### config.mk
export PLATFORM = sky130hd
export DESIGN_NAME = io_read_accumulator_branch_core
export DESIGN_NICKNAME = d
export VERILOG_FILES = /design/src/hw/seq_divider.v /design/src/hw/io_read_accumulator_branch_core.v
export VERILOG_INCLUDE_DIRS = /design/src /design/src/hw
export SDC_FILE = /design/constraint.sdc
export NUM_CORES = 2
export LEC_CHECK = 0
export BUFFER_PORTS_ARGS = -buffer_cell sky130_fd_sc_hd__buf_2
export CORE_MARGIN = 3
export CORE_UTILIZATION = 60
export DETAILED_ROUTE_END_ITERATION = 6
export PLACE_DENSITY = 0.88
export SLEW_MARGIN = 20
export SYNTH_ARGS = -nofsm -noshare
export SYNTH_HDL_FRONTEND = slang
export SYNTH_SLANG_ARGS = --single-unit
### constraint.sdc
create_clock -name pclk -period 10.12 [get_ports pclk]
set_input_delay 2.024 -clock pclk [delete_from_list [all_inputs] [get_ports pclk]]
set_output_delay 2.024 -clock pclk [all_outputs]
set_load 0.05 [all_outputs]
### src/hw/exec_core_defs.vh
`ifndef EXEC_CORE_DEFS_VH
`define EXEC_CORE_DEFS_VH

// =====================================================
// Register byte offsets
`define OFS_CMD 12'h000
`define OFS_OPERAND 12'h004
`define OFS_REPLY_STATUS 12'h008
`define OFS_REPLY_VALUE 12'h00C
`define OFS_ACCUM 12'h010
`define OFS_PC 12'h014
`define OFS_FLAGS 12'h018
`define OFS_OUTPUTS 12'h01C
`define OFS_IRQ_STATUS 12'h020
`define OFS_IRQ_CLEAR 12'h024
`define OFS_IRQ_ENABLE 12'h028
`define OFS_CTRL 12'h02C

// =====================================================
// Command register fields
`define CMD_CODE_LSB 0
`define CMD_TYPE_LSB 8
`define CMD_BANK_LSB 16

// =====================================================
// Instruction codes
`define INSTR_INPUT_READ 8'h0F
`define INSTR_ACCUM_ACCUM_INSTR_A 8'h13
`define INSTR_COMPARE 8'h14
`define INSTR_COND_JUMP 8'h15

// =====================================================
// Calculate operations
`define OP_ADD 8'h00
`define OP_SUB 8'h01
`define OP_MULTIPLY 8'h02
`define OP_DIVIDE 8'h03
`define OP_REMAINDER 8'h04
`define OP_AND 8'h05
`define OP_OR 8'h06
`define OP_XOR 8'h07
`define OP_INVERT 8'h08
`define OP_LOAD 8'h09

// =====================================================
// Jump conditions
`define COND_ZERO 8'h00
`define COND_NONZERO 8'h01
`define COND_EQUAL 8'h02
`define COND_UNEQUAL 8'h03
`define COND_GREATER 8'h04
`define COND_GREATER_EQUAL 8'h05
`define COND_LOWER 8'h06
`define COND_LOWER_EQUAL 8'h07
`define COND_TIMEOUT_ERROR 8'h08
`define COND_EXTERNAL_ALARM 8'h09
`define COND_DEVIATION_ERROR 8'h0A
`define COND_POSITION_ERROR 8'h0B

// =====================================================
// Banks and reply status codes
`define BANK_DIGITAL 8'h00
`define BANK_ANALOG 8'h01
`define BANK_OUTPUT 8'h02
`define STATUS_OK 8'h64
`define STATUS_BAD_TYPE 8'h03
`define STATUS_BAD_VALUE 8'h04
`define STATUS_BAD_CMD 8'h02

// =====================================================
// Interrupt bits, divider step count and reset values
`define IRQ_DONE 0
`define IRQ_ERROR 1
`define IRQ_JUMP 2
`define IRQ_WIDTH 3
`define DIV_STEPS 6'd32
`define RST_WORD 32'h00000000
`endif

### src/hw/seq_divider.v
`timescale 1ns/10ps
`default_nettype none
`include "exec_core_defs.vh"

module seq_divider (
	input wire pclk,
	input wire presetn,
	input wire start,
	input wire [31:0] dividend,
	input wire [31:0] divisor,
	output reg [31:0] quotient_ff,
	output reg [31:0] remainder_ff,
	output reg done_ff
);

	reg [31:0] num_ff;
	reg [31:0] den_ff;
	reg [31:0] rem_ff;
	reg [5:0] cnt_ff;
	reg neg_q_ff;
	reg neg_r_ff;
	reg run_ff;
	wire [32:0] trial;
	wire [31:0] abs_a;
	wire [31:0] abs_b;

	// Magnitudes of the signed operands.
	assign abs_a = dividend[31] ? (~dividend + 32'h00000001) : dividend;
	assign abs_b = divisor[31] ? (~divisor + 32'h00000001) : divisor;
	assign trial = {rem_ff, num_ff[31]} - {1'b0, den_ff};

	// Restoring division, one quotient bit per clock; truncates toward
	// zero and the remainder takes the sign of the dividend.
	always @(posedge pclk or negedge presetn) begin
		if (!presetn) begin
			num_ff <= `RST_WORD;
			den_ff <= `RST_WORD;
			rem_ff <= `RST_WORD;
			cnt_ff <= 6'h00;
			neg_q_ff <= 1'b0;
			neg_r_ff <= 1'b0;
			run_ff <= 1'b0;
			done_ff <= 1'b0;
			quotient_ff <= `RST_WORD;
			remainder_ff <= `RST_WORD;
		end else begin
			done_ff <= 1'b0;
			if (start) begin
				num_ff <= abs_a;
				den_ff <= abs_b;
				rem_ff <= `RST_WORD;
				cnt_ff <= `DIV_STEPS;
				neg_q_ff <= dividend[31] ^ divisor[31];
				neg_r_ff <= dividend[31];
				run_ff <= 1'b1;
			end else if (run_ff) begin
				if (cnt_ff == 6'h00) begin
					run_ff <= 1'b0;
					done_ff <= 1'b1;
					quotient_ff <= neg_q_ff ? (~num_ff + 32'h00000001) : num_ff;
					remainder_ff <= neg_r_ff ? (~rem_ff + 32'h00000001) : rem_ff;
				end else begin
					cnt_ff <= cnt_ff - 6'h01;
					if (!trial[32]) begin
						rem_ff <= trial[31:0];
						num_ff <= {num_ff[30:0], 1'b1};
					end else begin
						rem_ff <= {rem_ff[30:0], num_ff[31]};
						num_ff <= {num_ff[30:0], 1'b0};
					end
				end
			end
		end
	end

endmodule // seq_divider
`default_nettype wire

### src/hw/io_read_accumulator_branch_core.v
// Decided for this implementation: the register offsets and register access over APB.
`timescale 1ns/10ps
`default_nettype none
`include "exec_core_defs.vh"

module io_read_accumulator_branch_core (
	input wire pclk,
	input wire presetn,
	input wire psel,
	input wire penable,
	input wire pwrite,
	input wire [11:0] paddr,
	input wire [31:0] pwdata,
	output reg [31:0] prdata,
	output wire pready,
	output wire pslverr,
	input wire shared_input_0,
	input wire shared_input_1,
	input wire shared_input_2,
	input wire shared_input_3,
	input wire [15:0] adc_value_0,
	input wire [15:0] adc_value_1,
	input wire [15:0] adc_value_2,
	input wire [15:0] adc_value_3,
	input wire err_timeout,
	input wire err_alarm,
	input wire err_deviation,
	input wire err_position,
	output wire gp_output_0,
	output wire gp_output_1,
	output wire gp_output_2,
	output wire gp_output_3,
	output wire irq
);

	// =====================================================
	// State codes
	localparam ST_IDLE = 2'b00;
	localparam ST_EXEC = 2'b01;
	localparam ST_DIV = 2'b10;

	reg [1:0] state_ff;
	reg [1:0] nxt_state;
	reg [31:0] cmd_ff;
	reg [31:0] operand_ff;
	reg [31:0] accum_ff;
	reg [31:0] nxt_accum;
	reg [31:0] pc_ff;
	reg [31:0] nxt_pc;
	reg [7:0] reply_status_ff;
	reg [7:0] nxt_reply_status;
	reg [31:0] reply_value_ff;
	reg [31:0] nxt_reply_value;
	reg [3:0] cmp_flags_ff;
	reg [3:0] nxt_cmp_flags;
	reg [3:0] outputs_ff;
	reg standalone_ff;
	reg [`IRQ_WIDTH-1:0] irq_status_ff;
	reg [`IRQ_WIDTH-1:0] irq_enable_ff;
	reg [`IRQ_WIDTH-1:0] nxt_event;
	reg [7:0] sync1_ff;
	reg [7:0] sync2_ff;
	reg div_start;
	wire [31:0] div_quotient;
	wire [31:0] div_remainder;
	wire div_done;
	wire wr_en;
	wire rd_en;
	wire [7:0] code;
	wire [7:0] op_type;
	wire [7:0] bank;
	wire [32:0] diff;
	wire [63:0] product;

	// =====================================================
	// Bus side
	assign wr_en = psel & penable & pwrite;
	assign rd_en = psel & penable & ~pwrite;
	assign pready = 1'b1;
	assign pslverr = 1'b0;
	assign code = cmd_ff[`CMD_CODE_LSB+7:`CMD_CODE_LSB];
	assign op_type = cmd_ff[`CMD_TYPE_LSB+7:`CMD_TYPE_LSB];
	assign bank = cmd_ff[`CMD_BANK_LSB+7:`CMD_BANK_LSB];
	assign gp_output_0 = outputs_ff[0];
	assign gp_output_1 = outputs_ff[1];
	assign gp_output_2 = outputs_ff[2];
	assign gp_output_3 = outputs_ff[3];
	assign irq = |(irq_status_ff & irq_enable_ff);

	// Selects one of four bits by port number.
	function sel_bit;
		input [3:0] bits;
		input [7:0] port;
		begin
			sel_bit = bits[port[1:0]];
		end
	endfunction

	// Tests one jump condition against compare and error flags.
	function cond_met;
		input [7:0] cond;
		input [3:0] cf;
		input [3:0] ef;
		begin
			case (cond)
				`COND_ZERO: cond_met = cf[0];
				`COND_NONZERO: cond_met = ~cf[0];
				`COND_EQUAL: cond_met = cf[1];
				`COND_UNEQUAL: cond_met = ~cf[1];
				`COND_GREATER: cond_met = cf[2];
				`COND_GREATER_EQUAL: cond_met = cf[2] | cf[1];
				`COND_LOWER: cond_met = cf[3];
				`COND_LOWER_EQUAL: cond_met = cf[3] | cf[1];
				`COND_TIMEOUT_ERROR: cond_met = ef[0];
				`COND_EXTERNAL_ALARM: cond_met = ef[1];
				`COND_DEVIATION_ERROR: cond_met = ef[2];
				`COND_POSITION_ERROR: cond_met = ef[3];
				default: cond_met = 1'b0;
			endcase
		end
	endfunction

	// Two-stage synchroniser for input pins and error lines.
	always @(posedge pclk or negedge presetn) begin
		if (!presetn) begin
			sync1_ff <= 8'h00;
			sync2_ff <= 8'h00;
		end else begin
			sync1_ff <= {err_position, err_deviation, err_alarm,
				err_timeout, shared_input_3, shared_input_2,
				shared_input_1, shared_input_0};
			sync2_ff <= sync1_ff;
		end
	end

	// =====================================================
	// Arithmetic helpers
	assign diff = {accum_ff[31], accum_ff} - {operand_ff[31], operand_ff};
	assign product = $signed(accum_ff) * $signed(operand_ff);

	seq_divider u_div (
		.pclk(pclk),
		.presetn(presetn),
		.start(div_start),
		.dividend(accum_ff),
		.divisor(operand_ff),
		.quotient_ff(div_quotient),
		.remainder_ff(div_remainder),
		.done_ff(div_done)
	);

	// Decodes and executes the pending command.
	always @* begin
		nxt_state = state_ff;
		nxt_accum = accum_ff;
		nxt_pc = pc_ff;
		nxt_reply_status = reply_status_ff;
		nxt_reply_value = reply_value_ff;
		nxt_cmp_flags = cmp_flags_ff;
		nxt_event = {`IRQ_WIDTH{1'b0}};
		div_start = 1'b0;
		case (state_ff)
			ST_IDLE: begin
				nxt_state = ST_IDLE;
			end
			ST_EXEC: begin
				nxt_state = ST_IDLE;
				nxt_reply_status = `STATUS_OK;
				nxt_event[`IRQ_DONE] = 1'b1;
				if (standalone_ff)
					nxt_pc = pc_ff + 32'h00000001;
				if (code == `INSTR_INPUT_READ) begin
					if (bank == `BANK_DIGITAL)
						nxt_reply_value = {31'h00000000,
							sel_bit(sync2_ff[3:0], op_type)};
					else if (bank == `BANK_ANALOG)
						case (op_type[1:0])
							2'h0: nxt_reply_value = {16'h0000, adc_value_0};
							2'h1: nxt_reply_value = {16'h0000, adc_value_1};
							2'h2: nxt_reply_value = {16'h0000, adc_value_2};
							default: nxt_reply_value = {16'h0000, adc_value_3};
						endcase
					else if (bank == `BANK_OUTPUT)
						nxt_reply_value = {31'h00000000,
							sel_bit(outputs_ff, op_type)};
					else
						nxt_reply_status = `STATUS_BAD_VALUE;
					if (op_type > 8'h03)
						nxt_reply_status = `STATUS_BAD_TYPE;
					if (standalone_ff && nxt_reply_status == `STATUS_OK)
						nxt_accum = nxt_reply_value;
				end else if (code == `INSTR_ACCUM_ACCUM_INSTR_A) begin
					nxt_reply_value = operand_ff;
					case (op_type)
						`OP_ADD: nxt_accum = accum_ff + operand_ff;
						`OP_SUB: nxt_accum = accum_ff - operand_ff;
						`OP_MULTIPLY: nxt_accum = product[31:0];
						`OP_DIVIDE, `OP_REMAINDER: begin
							if (operand_ff == `RST_WORD) begin
								nxt_reply_status = `STATUS_BAD_VALUE;
							end else begin
								div_start = 1'b1;
								nxt_state = ST_DIV;
								nxt_event[`IRQ_DONE] = 1'b0;
							end
						end
						`OP_AND: nxt_accum = accum_ff & operand_ff;
						`OP_OR: nxt_accum = accum_ff | operand_ff;
						`OP_XOR: nxt_accum = accum_ff ^ operand_ff;
						`OP_INVERT: nxt_accum = ~accum_ff;
						`OP_LOAD: nxt_accum = operand_ff;
						default: nxt_reply_status = `STATUS_BAD_TYPE;
					endcase
				end else if (code == `INSTR_COMPARE) begin
					// Flags: zero, equal, greater, lower; accumulator kept.
					nxt_cmp_flags[0] = (diff[31:0] == `RST_WORD);
					nxt_cmp_flags[1] = (accum_ff == operand_ff);
					nxt_cmp_flags[2] = ~diff[32] & (diff[31:0] != `RST_WORD);
					nxt_cmp_flags[3] = diff[32];
				end else if (code == `INSTR_COND_JUMP) begin
					if (op_type > `COND_POSITION_ERROR)
						nxt_reply_status = `STATUS_BAD_TYPE;
					else if (cond_met(op_type, cmp_flags_ff, sync2_ff[7:4])) begin
						nxt_pc = operand_ff;
						nxt_event[`IRQ_JUMP] = 1'b1;
					end
				end else begin
					nxt_reply_status = `STATUS_BAD_CMD;
				end
				if (nxt_reply_status != `STATUS_OK)
					nxt_event[`IRQ_ERROR] = 1'b1;
			end
			ST_DIV: begin
				if (div_done) begin
					nxt_state = ST_IDLE;
					nxt_event[`IRQ_DONE] = 1'b1;
					if (op_type == `OP_DIVIDE)
						nxt_accum = div_quotient;
					else
						nxt_accum = div_remainder;
				end
			end
			default: nxt_state = ST_IDLE;
		endcase
	end

	// Command state and results; a command write while busy is dropped.
	always @(posedge pclk or negedge presetn) begin
		if (!presetn) begin
			state_ff <= ST_IDLE;
			cmd_ff <= `RST_WORD;
			accum_ff <= `RST_WORD;
			pc_ff <= `RST_WORD;
			reply_status_ff <= 8'h00;
			reply_value_ff <= `RST_WORD;
			cmp_flags_ff <= 4'h0;
		end else begin
			state_ff <= nxt_state;
			accum_ff <= nxt_accum;
			pc_ff <= nxt_pc;
			reply_status_ff <= nxt_reply_status;
			reply_value_ff <= nxt_reply_value;
			cmp_flags_ff <= nxt_cmp_flags;
			if (wr_en && paddr == `OFS_CMD && state_ff == ST_IDLE) begin
				cmd_ff <= pwdata;
				state_ff <= ST_EXEC;
			end
		end
	end

	// Software-written configuration registers.
	always @(posedge pclk or negedge presetn) begin
		if (!presetn) begin
			operand_ff <= `RST_WORD;
			outputs_ff <= 4'h0;
			standalone_ff <= 1'b0;
			irq_enable_ff <= {`IRQ_WIDTH{1'b0}};
		end else if (wr_en) begin
			if (paddr == `OFS_OPERAND && state_ff == ST_IDLE)
				operand_ff <= pwdata;
			else if (paddr == `OFS_OUTPUTS)
				outputs_ff <= pwdata[3:0];
			else if (paddr == `OFS_CTRL)
				standalone_ff <= pwdata[0];
			else if (paddr == `OFS_IRQ_ENABLE)
				irq_enable_ff <= pwdata[`IRQ_WIDTH-1:0];
		end
	end

	// Sticky interrupt bits; a new event wins over a clear.
	genvar gi;
	generate
		for (gi = 0; gi < `IRQ_WIDTH; gi = gi + 1) begin : g_irq
			always @(posedge pclk or negedge presetn) begin
				if (!presetn)
					irq_status_ff[gi] <= 1'b0;
				else if (nxt_event[gi])
					irq_status_ff[gi] <= 1'b1;
				else if (wr_en && paddr == `OFS_IRQ_CLEAR && pwdata[gi])
					irq_status_ff[gi] <= 1'b0;
			end
		end
	endgenerate

	// Registered read data; unmapped offsets read as zero.
	always @(posedge pclk or negedge presetn) begin
		if (!presetn) begin
			prdata <= `RST_WORD;
		end else if (psel && !penable && !pwrite) begin
			if (paddr == `OFS_CMD)
				prdata <= cmd_ff;
			else if (paddr == `OFS_OPERAND)
				prdata <= operand_ff;
			else if (paddr == `OFS_REPLY_STATUS)
				prdata <= {23'h000000, state_ff != ST_IDLE, reply_status_ff};
			else if (paddr == `OFS_REPLY_VALUE)
				prdata <= reply_value_ff;
			else if (paddr == `OFS_ACCUM)
				prdata <= accum_ff;
			else if (paddr == `OFS_PC)
				prdata <= pc_ff;
			else if (paddr == `OFS_FLAGS)
				prdata <= {24'h000000, sync2_ff[7:4], cmp_flags_ff};
			else if (paddr == `OFS_OUTPUTS)
				prdata <= {28'h0000000, outputs_ff};
			else if (paddr == `OFS_IRQ_STATUS)
				prdata <= {29'h00000000, irq_status_ff};
			else if (paddr == `OFS_IRQ_ENABLE)
				prdata <= {29'h00000000, irq_enable_ff};
			else if (paddr == `OFS_CTRL)
				prdata <= {31'h00000000, standalone_ff};
			else
				prdata <= `RST_WORD;
		end
	end

	// The read enable is kept for clarity of the access phase.
	wire unused_rd = rd_en;

endmodule // io_read_accumulator_branch_core
`default_nettype wire

-- Word level (Yosys, flattened, before mapping)
Cells that the tools add are included.
- bits in registers: 403
- latch bits: 0
- memory bits (writable): 0
- bits in read-only memories: 0
- input port bits: 121
- output and inout port bits: 39
- logic and storage cells: 254
- memories: 0
- $add $sub $neg: 10
- multiply operators: 1
- div/mod/pow operators: 0
- order comparisons: 3
- equality and inequality tests: 41
- shifts and indexed selects: 0
- muxes and demuxes: 109
- bitwise gates (word level): 23
- reduce and logical (&&, ||, !) cells: 40
- operator list (kind ; number):
    two-way mux 32 bit ; 34
    case mux 32 bit (8 select lines) ; 1
    adder 32 x 1 -> 32 bit, second input constant ; 5
    inverter 32 bit ; 4
    two-way mux 8 bit ; 9
    logical NOT 32 bit ; 2
    case mux 32 bit (2 select lines) ; 1
    == test 12 x 5 -> 1 bit, second input constant ; 4
    == test 12 x 6 -> 1 bit, second input constant ; 4
    case mux 16 bit (3 select lines) ; 1
    == test 8 x 4 -> 1 bit, second input constant ; 5
    two-way mux 1 bit ; 39
    two-way mux 7 bit ; 5
    subtractor 32 x 32 -> 33 bit ; 1
    subtractor 33 x 32 -> 33 bit ; 1
    adder 32 bit ; 1
    AND 32 bit ; 1
    == test 32 bit ; 1
    == test 8 x 3 -> 1 bit, second input constant ; 4
    multiplier 32 x 32 -> 32 bit ; 1
    bitwise OR 32 bit ; 1
    nonzero test 32 bit ; 1
    subtractor 32 bit ; 1
    XOR 32 bit ; 1
    other kinds (46) ; 99

-- Depth between registers and ports, before layout
- depth in word-level cells: 16
- gate-level depth with buffers: 31
- depth with buffers taken out: 27

-- Modules after synthesis
Synthesis repeated with hierarchy kept, for this count alone.
- cells, all modules: 5275
- area, all modules: 44841.8 um^2
- by module, submodules not included (module ; instances ; cells each ; area an instance (um^2)):
    io_read_accumulator_branch_core ; 1 ; 4005 ; 33764.9
    seq_divider ; 1 ; 1270 ; 11076.9

-- Worst setup path after synthesis
OpenSTA, ideal clock, no wires.
- path kind: reg2reg
- start point: register accum_ff[14]
- end point: register accum_ff[28]
- data arrival time: 7.263 ns
- path slack: 2.741 ns
- stages on the path, launching flop included: 28
- path buffers: 3
- clock period less this slack: 7.379 ns
- cell sequence: dfrtp_1 > clkbuf_1 > inv_1 > clkbuf_1 > nor2_1 > fa_1 > fa_1 > inv_1 > fa_1 > fa_1 > inv_1 > fa_1 > inv_1 > fa_1 > inv_1 > fa_1 > fa_1 > ha_1 > clkbuf_1 > a21oi_1 > nor2_1 > a211oi_1 > o21bai_1 > a221oi_1 > o21bai_1 > xnor2_1 > o221a_2 > o311ai_0
- cells in the longest elaborated chain, start to end: 5
- elaborated cells between the ends (all ways): 7
- ends and longest elaborated chain (element ; line ; text):
    from (decl) ; io_read_accumulator_branch_core.v:46 ; reg [31:0] accum_ff;
    from (signal assigned) ; io_read_accumulator_branch_core.v:252 ; accum_ff <= `RST_WORD;
    from (signal assigned) ; io_read_accumulator_branch_core.v:259 ; accum_ff <= nxt_accum;
    multiplier 32 x 32 -> 32 bit (tied with other cells) ; io_read_accumulator_branch_core.v:139 ; assign product = $signed(accum_ff) * $signed(operand_ff);
    case mux 32 bit (8 select lines) (*) ; io_read_accumulator_branch_core.v:194 ; case (op_type)
    two-way mux 32 bit (*) ; io_read_accumulator_branch_core.v:192 ; end else if (code == `INSTR_ACCUM_ACCUM_INSTR_A) begin
    two-way mux 32 bit (*) ; io_read_accumulator_branch_core.v:172 ; if (code == `INSTR_INPUT_READ) begin
    case mux 32 bit (2 select lines) (*) ; io_read_accumulator_branch_core.v:162 ; case (state_ff)
Mark *: on every way between the ends. The rest lies on a longest branch, timed or not. The select of a mux whose other input is x is not followed.
A chain may end at the register's enable or synchronous reset.

-- Worst setup path after layout
- start point: register accum_ff[15]
- end point: register accum_ff[28]
The elaborated chain is that of the path after synthesis.

==> flow_metrics.py <==
metrics = {
    "outcome": {
        "outcome": "finished, violations left",
        "violations": "DRC",
    },
    "global_route": {
        "use_met2": 0.6608,
        "grt_antenna_before_repair": 14,
        "grt_pass1_vias": 42000,
        "met1_usage": 0.5960,
        "grtUsageTotal": 0.4721,
        "grt_pass1_wl_mm": 270.9,
        "grt_util_met3": 0.1958,
        "grt_start_max_net_pins": 156,
        "gr-total-overflow": 0,
        "grt_most_used_layer": "met2",
    },
    "timing": {
        "worstMarginPinSlew_ns": 1.232,
        "max_freq_mhz": 114.1,
        "slew_headroom": 0.1785,
        "finalSetupViolations": 0,
        "grt_setup_unrepaired": "no",
        "setup_tns_ns": 0,
        "report.final.slew_viol_count": 0,
        "fin_skew_ns": 0.04260,
        "fin_crit_sh": 0.8659,
        "period_minus_slack_ns": 8.763,
        "finalHoldViolations": 0,
    },
    "worst_setup_path": {
        "start_kind": "register",
        "cp.required_ns": 10.63,
        "r2r_end": "accum_ff[28]",
        "path_cells": "inv_1 -> nor2_1 -> fa_1 -> fa_1 -> inv_1 -> fa_1 -> fa_1 -> inv_1 -> fa_1 -> inv_1 -> fa_1 -> inv_1 -> fa_1 -> fa_1 -> ha_1 -> a21oi_1 -> nor2_1 -> a211oi_1 -> o21bai_1 -> a221oi_1 -> o21bai_1 -> xnor2_1 -> o221a_2 -> o311ai_0",
        "cp_slowest_cell": "dfrtp_1",
        "worstReg2RegStart": "accum_ff[15]",
        "reg2reg_slack_ns": 1.36,
        "critPathKind": "register to register",
        "end_kind": "register",
        "max_stage_delay_ns": 1.03,
        "critPathTopFamily": "adder cells",
        "r2r_cells": 24,
        "crit_arrival_ns": 9.27,
        "cp_common_cell": "fa_1",
        "path_max_fanout": 16,
        "critical_path_buf_inv_count": 5,
    },
    "placed_design": {
        "place.gp.congestion": 1.110,
        "dpl_cell_area_um2": 46010,
        "port_buffers": 157,
        "dpl.hpwl_mm": 136.2,
        "dp.cells": 6180,
    },
    "flow_run": {
        "drv_cap": 0,
    },
    "yosys": {
        "ys_top_cells_by_area": "dfrtp_1 (23%), fa_1 (19%), ha_1 (8.2%), nand2_1 (6.0%), inv_1 (4.9%)",
        "ys.flop_type": "dfrtp_1",
        "synth_warnings": 0,
        "ys_seq_elements": 399,
        "yosysSeqAreaShare": 0.2260,
        "async_flop_share": 1.000,
        "syn_nets": 6103,
        "syn_area_um2": 44170,
        "synth_edf_count": 0,
        "ys_types": 89,
        "yosys.area.top_type_share": 0.2260,
        "yosysTopAreaCell": "dfrtp_1",
        "synthCells": 5283,
        "syn_avg_cell_area_um2": 8.361,
    },
    "layout": {
        "fillers": 5971,
        "layout.cells.non_filler": 6271,
        "drive_above_1_share": 0.09740,
        "multi_input_area_um2": 30770,
        "syn_to_final_growth_pct": 7.404,
        "stdcell_area_um2": 47440,
        "ff_latch_area_um2": 9991,
        "nets": 6097,
    },
    "floorplanning": {
        "die-area_um2": 76910,
        "dieWidth_um": 277.3,
        "fp.dieH_um": 277.3,
        "num_rows": 98,
        "io_pins": 160,
        "start_util": 0.6116,
        "core_um2": 72220,
    },
    "power_and_ir_drop": {
        "sequentialPowerShare": 0.480,
        "switching_power_w": 0.0008147,
        "power_w": 0.003331,
        "internal_power_w": 0.002517,
        "comb_power_share": 0.025,
        "peakVddDrop_mv": 0.1252,
        "p_leak_nw": 22.57,
        "p_sw_frac": 0.2446,
        "p_clk_frac": 0.495,
        "power.density_nw_per_um2": 70.22,
    },
    "cts": {
        "post_cts_buffers": 0,
        "clkTransAtPathRegs_ns": 0.08,
        "ctsHoldBuffers": 0,
        "cts_buffers": 44,
        "cts_buffer_depth": 3,
        "cts-root-buf": "clkbuf_16",
        "cts.repair.resized": 0,
        "htree_levels": 2,
        "cts_tree": "done",
        "cts.sinks": 399,
        "clock_latency_ns": 0.64,
    },
    "routing": {
        "drt_iter0_drc": 6852,
        "first_pass_iters": 7,
        "final_antenna_net_count": 0,
        "drc": 49,
        "wl_mm": 185.3,
        "viasPerCell": 6.892,
        "vias": 43220,
        "routedWlPerCell_um": 29.55,
    },
    "min_path": {
        "worstHoldPathCells": 0,
        "worstHoldStart": "sync1_ff[0]",
        "min_path_type": "register to register",
        "holdPathEnd": "sync2_ff[0]",
    },
}
flip-flops by register name (all words and copies together), names as in the netlist, 4 cells and up:
signal              count
outputs_ff              4
cmd_ff                 32
reply_value_ff         32
sync2_ff                8
u_div.den_ff           32
u_div.remainder_ff     32
prdata                 32
pc_ff                  32
operand_ff             32
u_div.rem_ff           32
u_div.cnt_ff            6
accum_ff               32
reply_status_ff         4
u_div.num_ff           32
cmp_flags_ff            4
u_div.quotient_ff      32
sync1_ff                8
metrics by stage:
step           setup WS (ns)  hold WS, ns    util
6_report               1.357       0.3465  0.6569
5_1_grt                1.003       0.3514  0.6565
4_1_cts                1.556       0.3477  0.6563
3_5_place_dp           1.583       0.3347  0.6370
3_3_place_gp           1.533       0.3337  0.6368
2_1_floorplan          2.741       0.3312       -
cell type report:
class	instances	area share
Clock inverter	15	0.003956
Timing Repair Buffer	294	0.03903
Tap cell	950	0.02505
Clock buffer	62	0.02548
Antenna cell	13	0.0006857
Multi-Input combinational cell	3949	0.6486
Inverter	589	0.04660
Sequential cell	399	0.2106
cell usage after synthesis, drive strengths merged (14+ instances only):
cell type,count
a2111oi,14
a211oi,26
a21o,36
a21oi,273
a221oi,36
a222oi,31
a22o,35
a22oi,45
a31oi,63
and3,26
buf,79
clkbuf,267
dfrtp,399
fa,411
ha,288
inv,578
mux2,77
mux2i,44
mux4,19
nand2,705
nand2b,32
nand3,80
nand4,36
nor2,560
nor2b,32
nor3,46
nor4,33
o211ai,22
o21a,19
o21ai,370
o21bai,20
o22ai,31
o31ai,57
o41ai,17
or2,15
or3,30
or4,19
xnor2,187
xor2,83
cells by family after synthesis:
kind of cell	Yosys count	share of synthesized area
fa+ha+maj	699	0.2678
buf+inv	935	0.08033
mux	140	0.03929
compound gates	1191	0.1720
flops	399	0.2260
simple gates	1647	0.1608
other cells	2	0.0001700
xor+xnor	270	0.05354
worst register-to-register path, stage by stage, from the launching register on:
cell	delay [ns]
dfrtp_1	1.03
inv_1	0.59
nor2_1	0.29
fa_1	0.47
fa_1	0.49
inv_1	0.05
fa_1	0.47
fa_1	0.54
inv_1	0.05
fa_1	0.49
inv_1	0.06
fa_1	0.54
inv_1	0.05
fa_1	0.38
fa_1	0.48
ha_1	0.43
a21oi_1	0.30
nor2_1	0.08
a211oi_1	0.39
o21bai_1	0.10
a221oi_1	0.52
o21bai_1	0.16
xnor2_1	0.15
o221a_2	0.26
o311ai_0	0.30
worst max-delay path by stage:
stage                       start           end  slack, ns  cells after the start
floorplan            accum_ff[14]  accum_ff[28]       2.74                     27
global placement    operand_ff[3]  accum_ff[15]       1.53                     24
detailed placement   accum_ff[15]  accum_ff[28]       1.58                     24
CTS                  accum_ff[15]  accum_ff[28]       1.56                     24
global route         accum_ff[15]  accum_ff[28]       1.00                     24
finish               accum_ff[15]  accum_ff[28]       1.36                     24
power groups by stage:
stage | clock network [W] | registers (W) | logic (W)
final | 0.00165 | 0.00160 | 0.0000823
after global routing | 0.00170 | 0.00160 | 0.0000893
after CTS | 0.00164 | 0.00160 | 0.0000822
after detailed placement | 0 | 0.00163 | 0.0000821
after global placement | 0 | 0.00163 | 0.0000810
after floorplan | 0 | 0.00163 | 0.0000129
layer usage:
metal,wire length [µm],up-vias,part of all wire
met5,340,-,0.0018
li1,-,17720,-
met4,16040,20,0.087
met3,29230,957,0.16
met1,65500,20890,0.35
met2,74200,3639,0.40
placed cells by master, fill, tap and decap left out, types with 20 or more instances in the layout:
cell	n
and3_1	25
inv_1	574
a222oi_1	31
o211ai_1	22
nand4_1	36
buf_2	156
xnor2_1	187
a31oi_1	62
ha_1	286
a22o_1	34
nand2b_1	31
mux2_2	77
clkbuf_16	44
a22oi_1	45
a21oi_1	273
nor2b_1	30
dfrtp_1	396
nand2_1	704
o31ai_1	56
nor2_1	554
nor4_1	26
a211oi_1	26
fa_1	411
xor2_1	82
o21bai_1	20
o22ai_1	31
buf_4	133
a221oi_1	35
a21o_1	36
mux2i_1	44
nand3_1	78
or3_1	29
o21ai_0	365
nor3_1	46
Note: power is estimated with default switching activity, not from simulation.
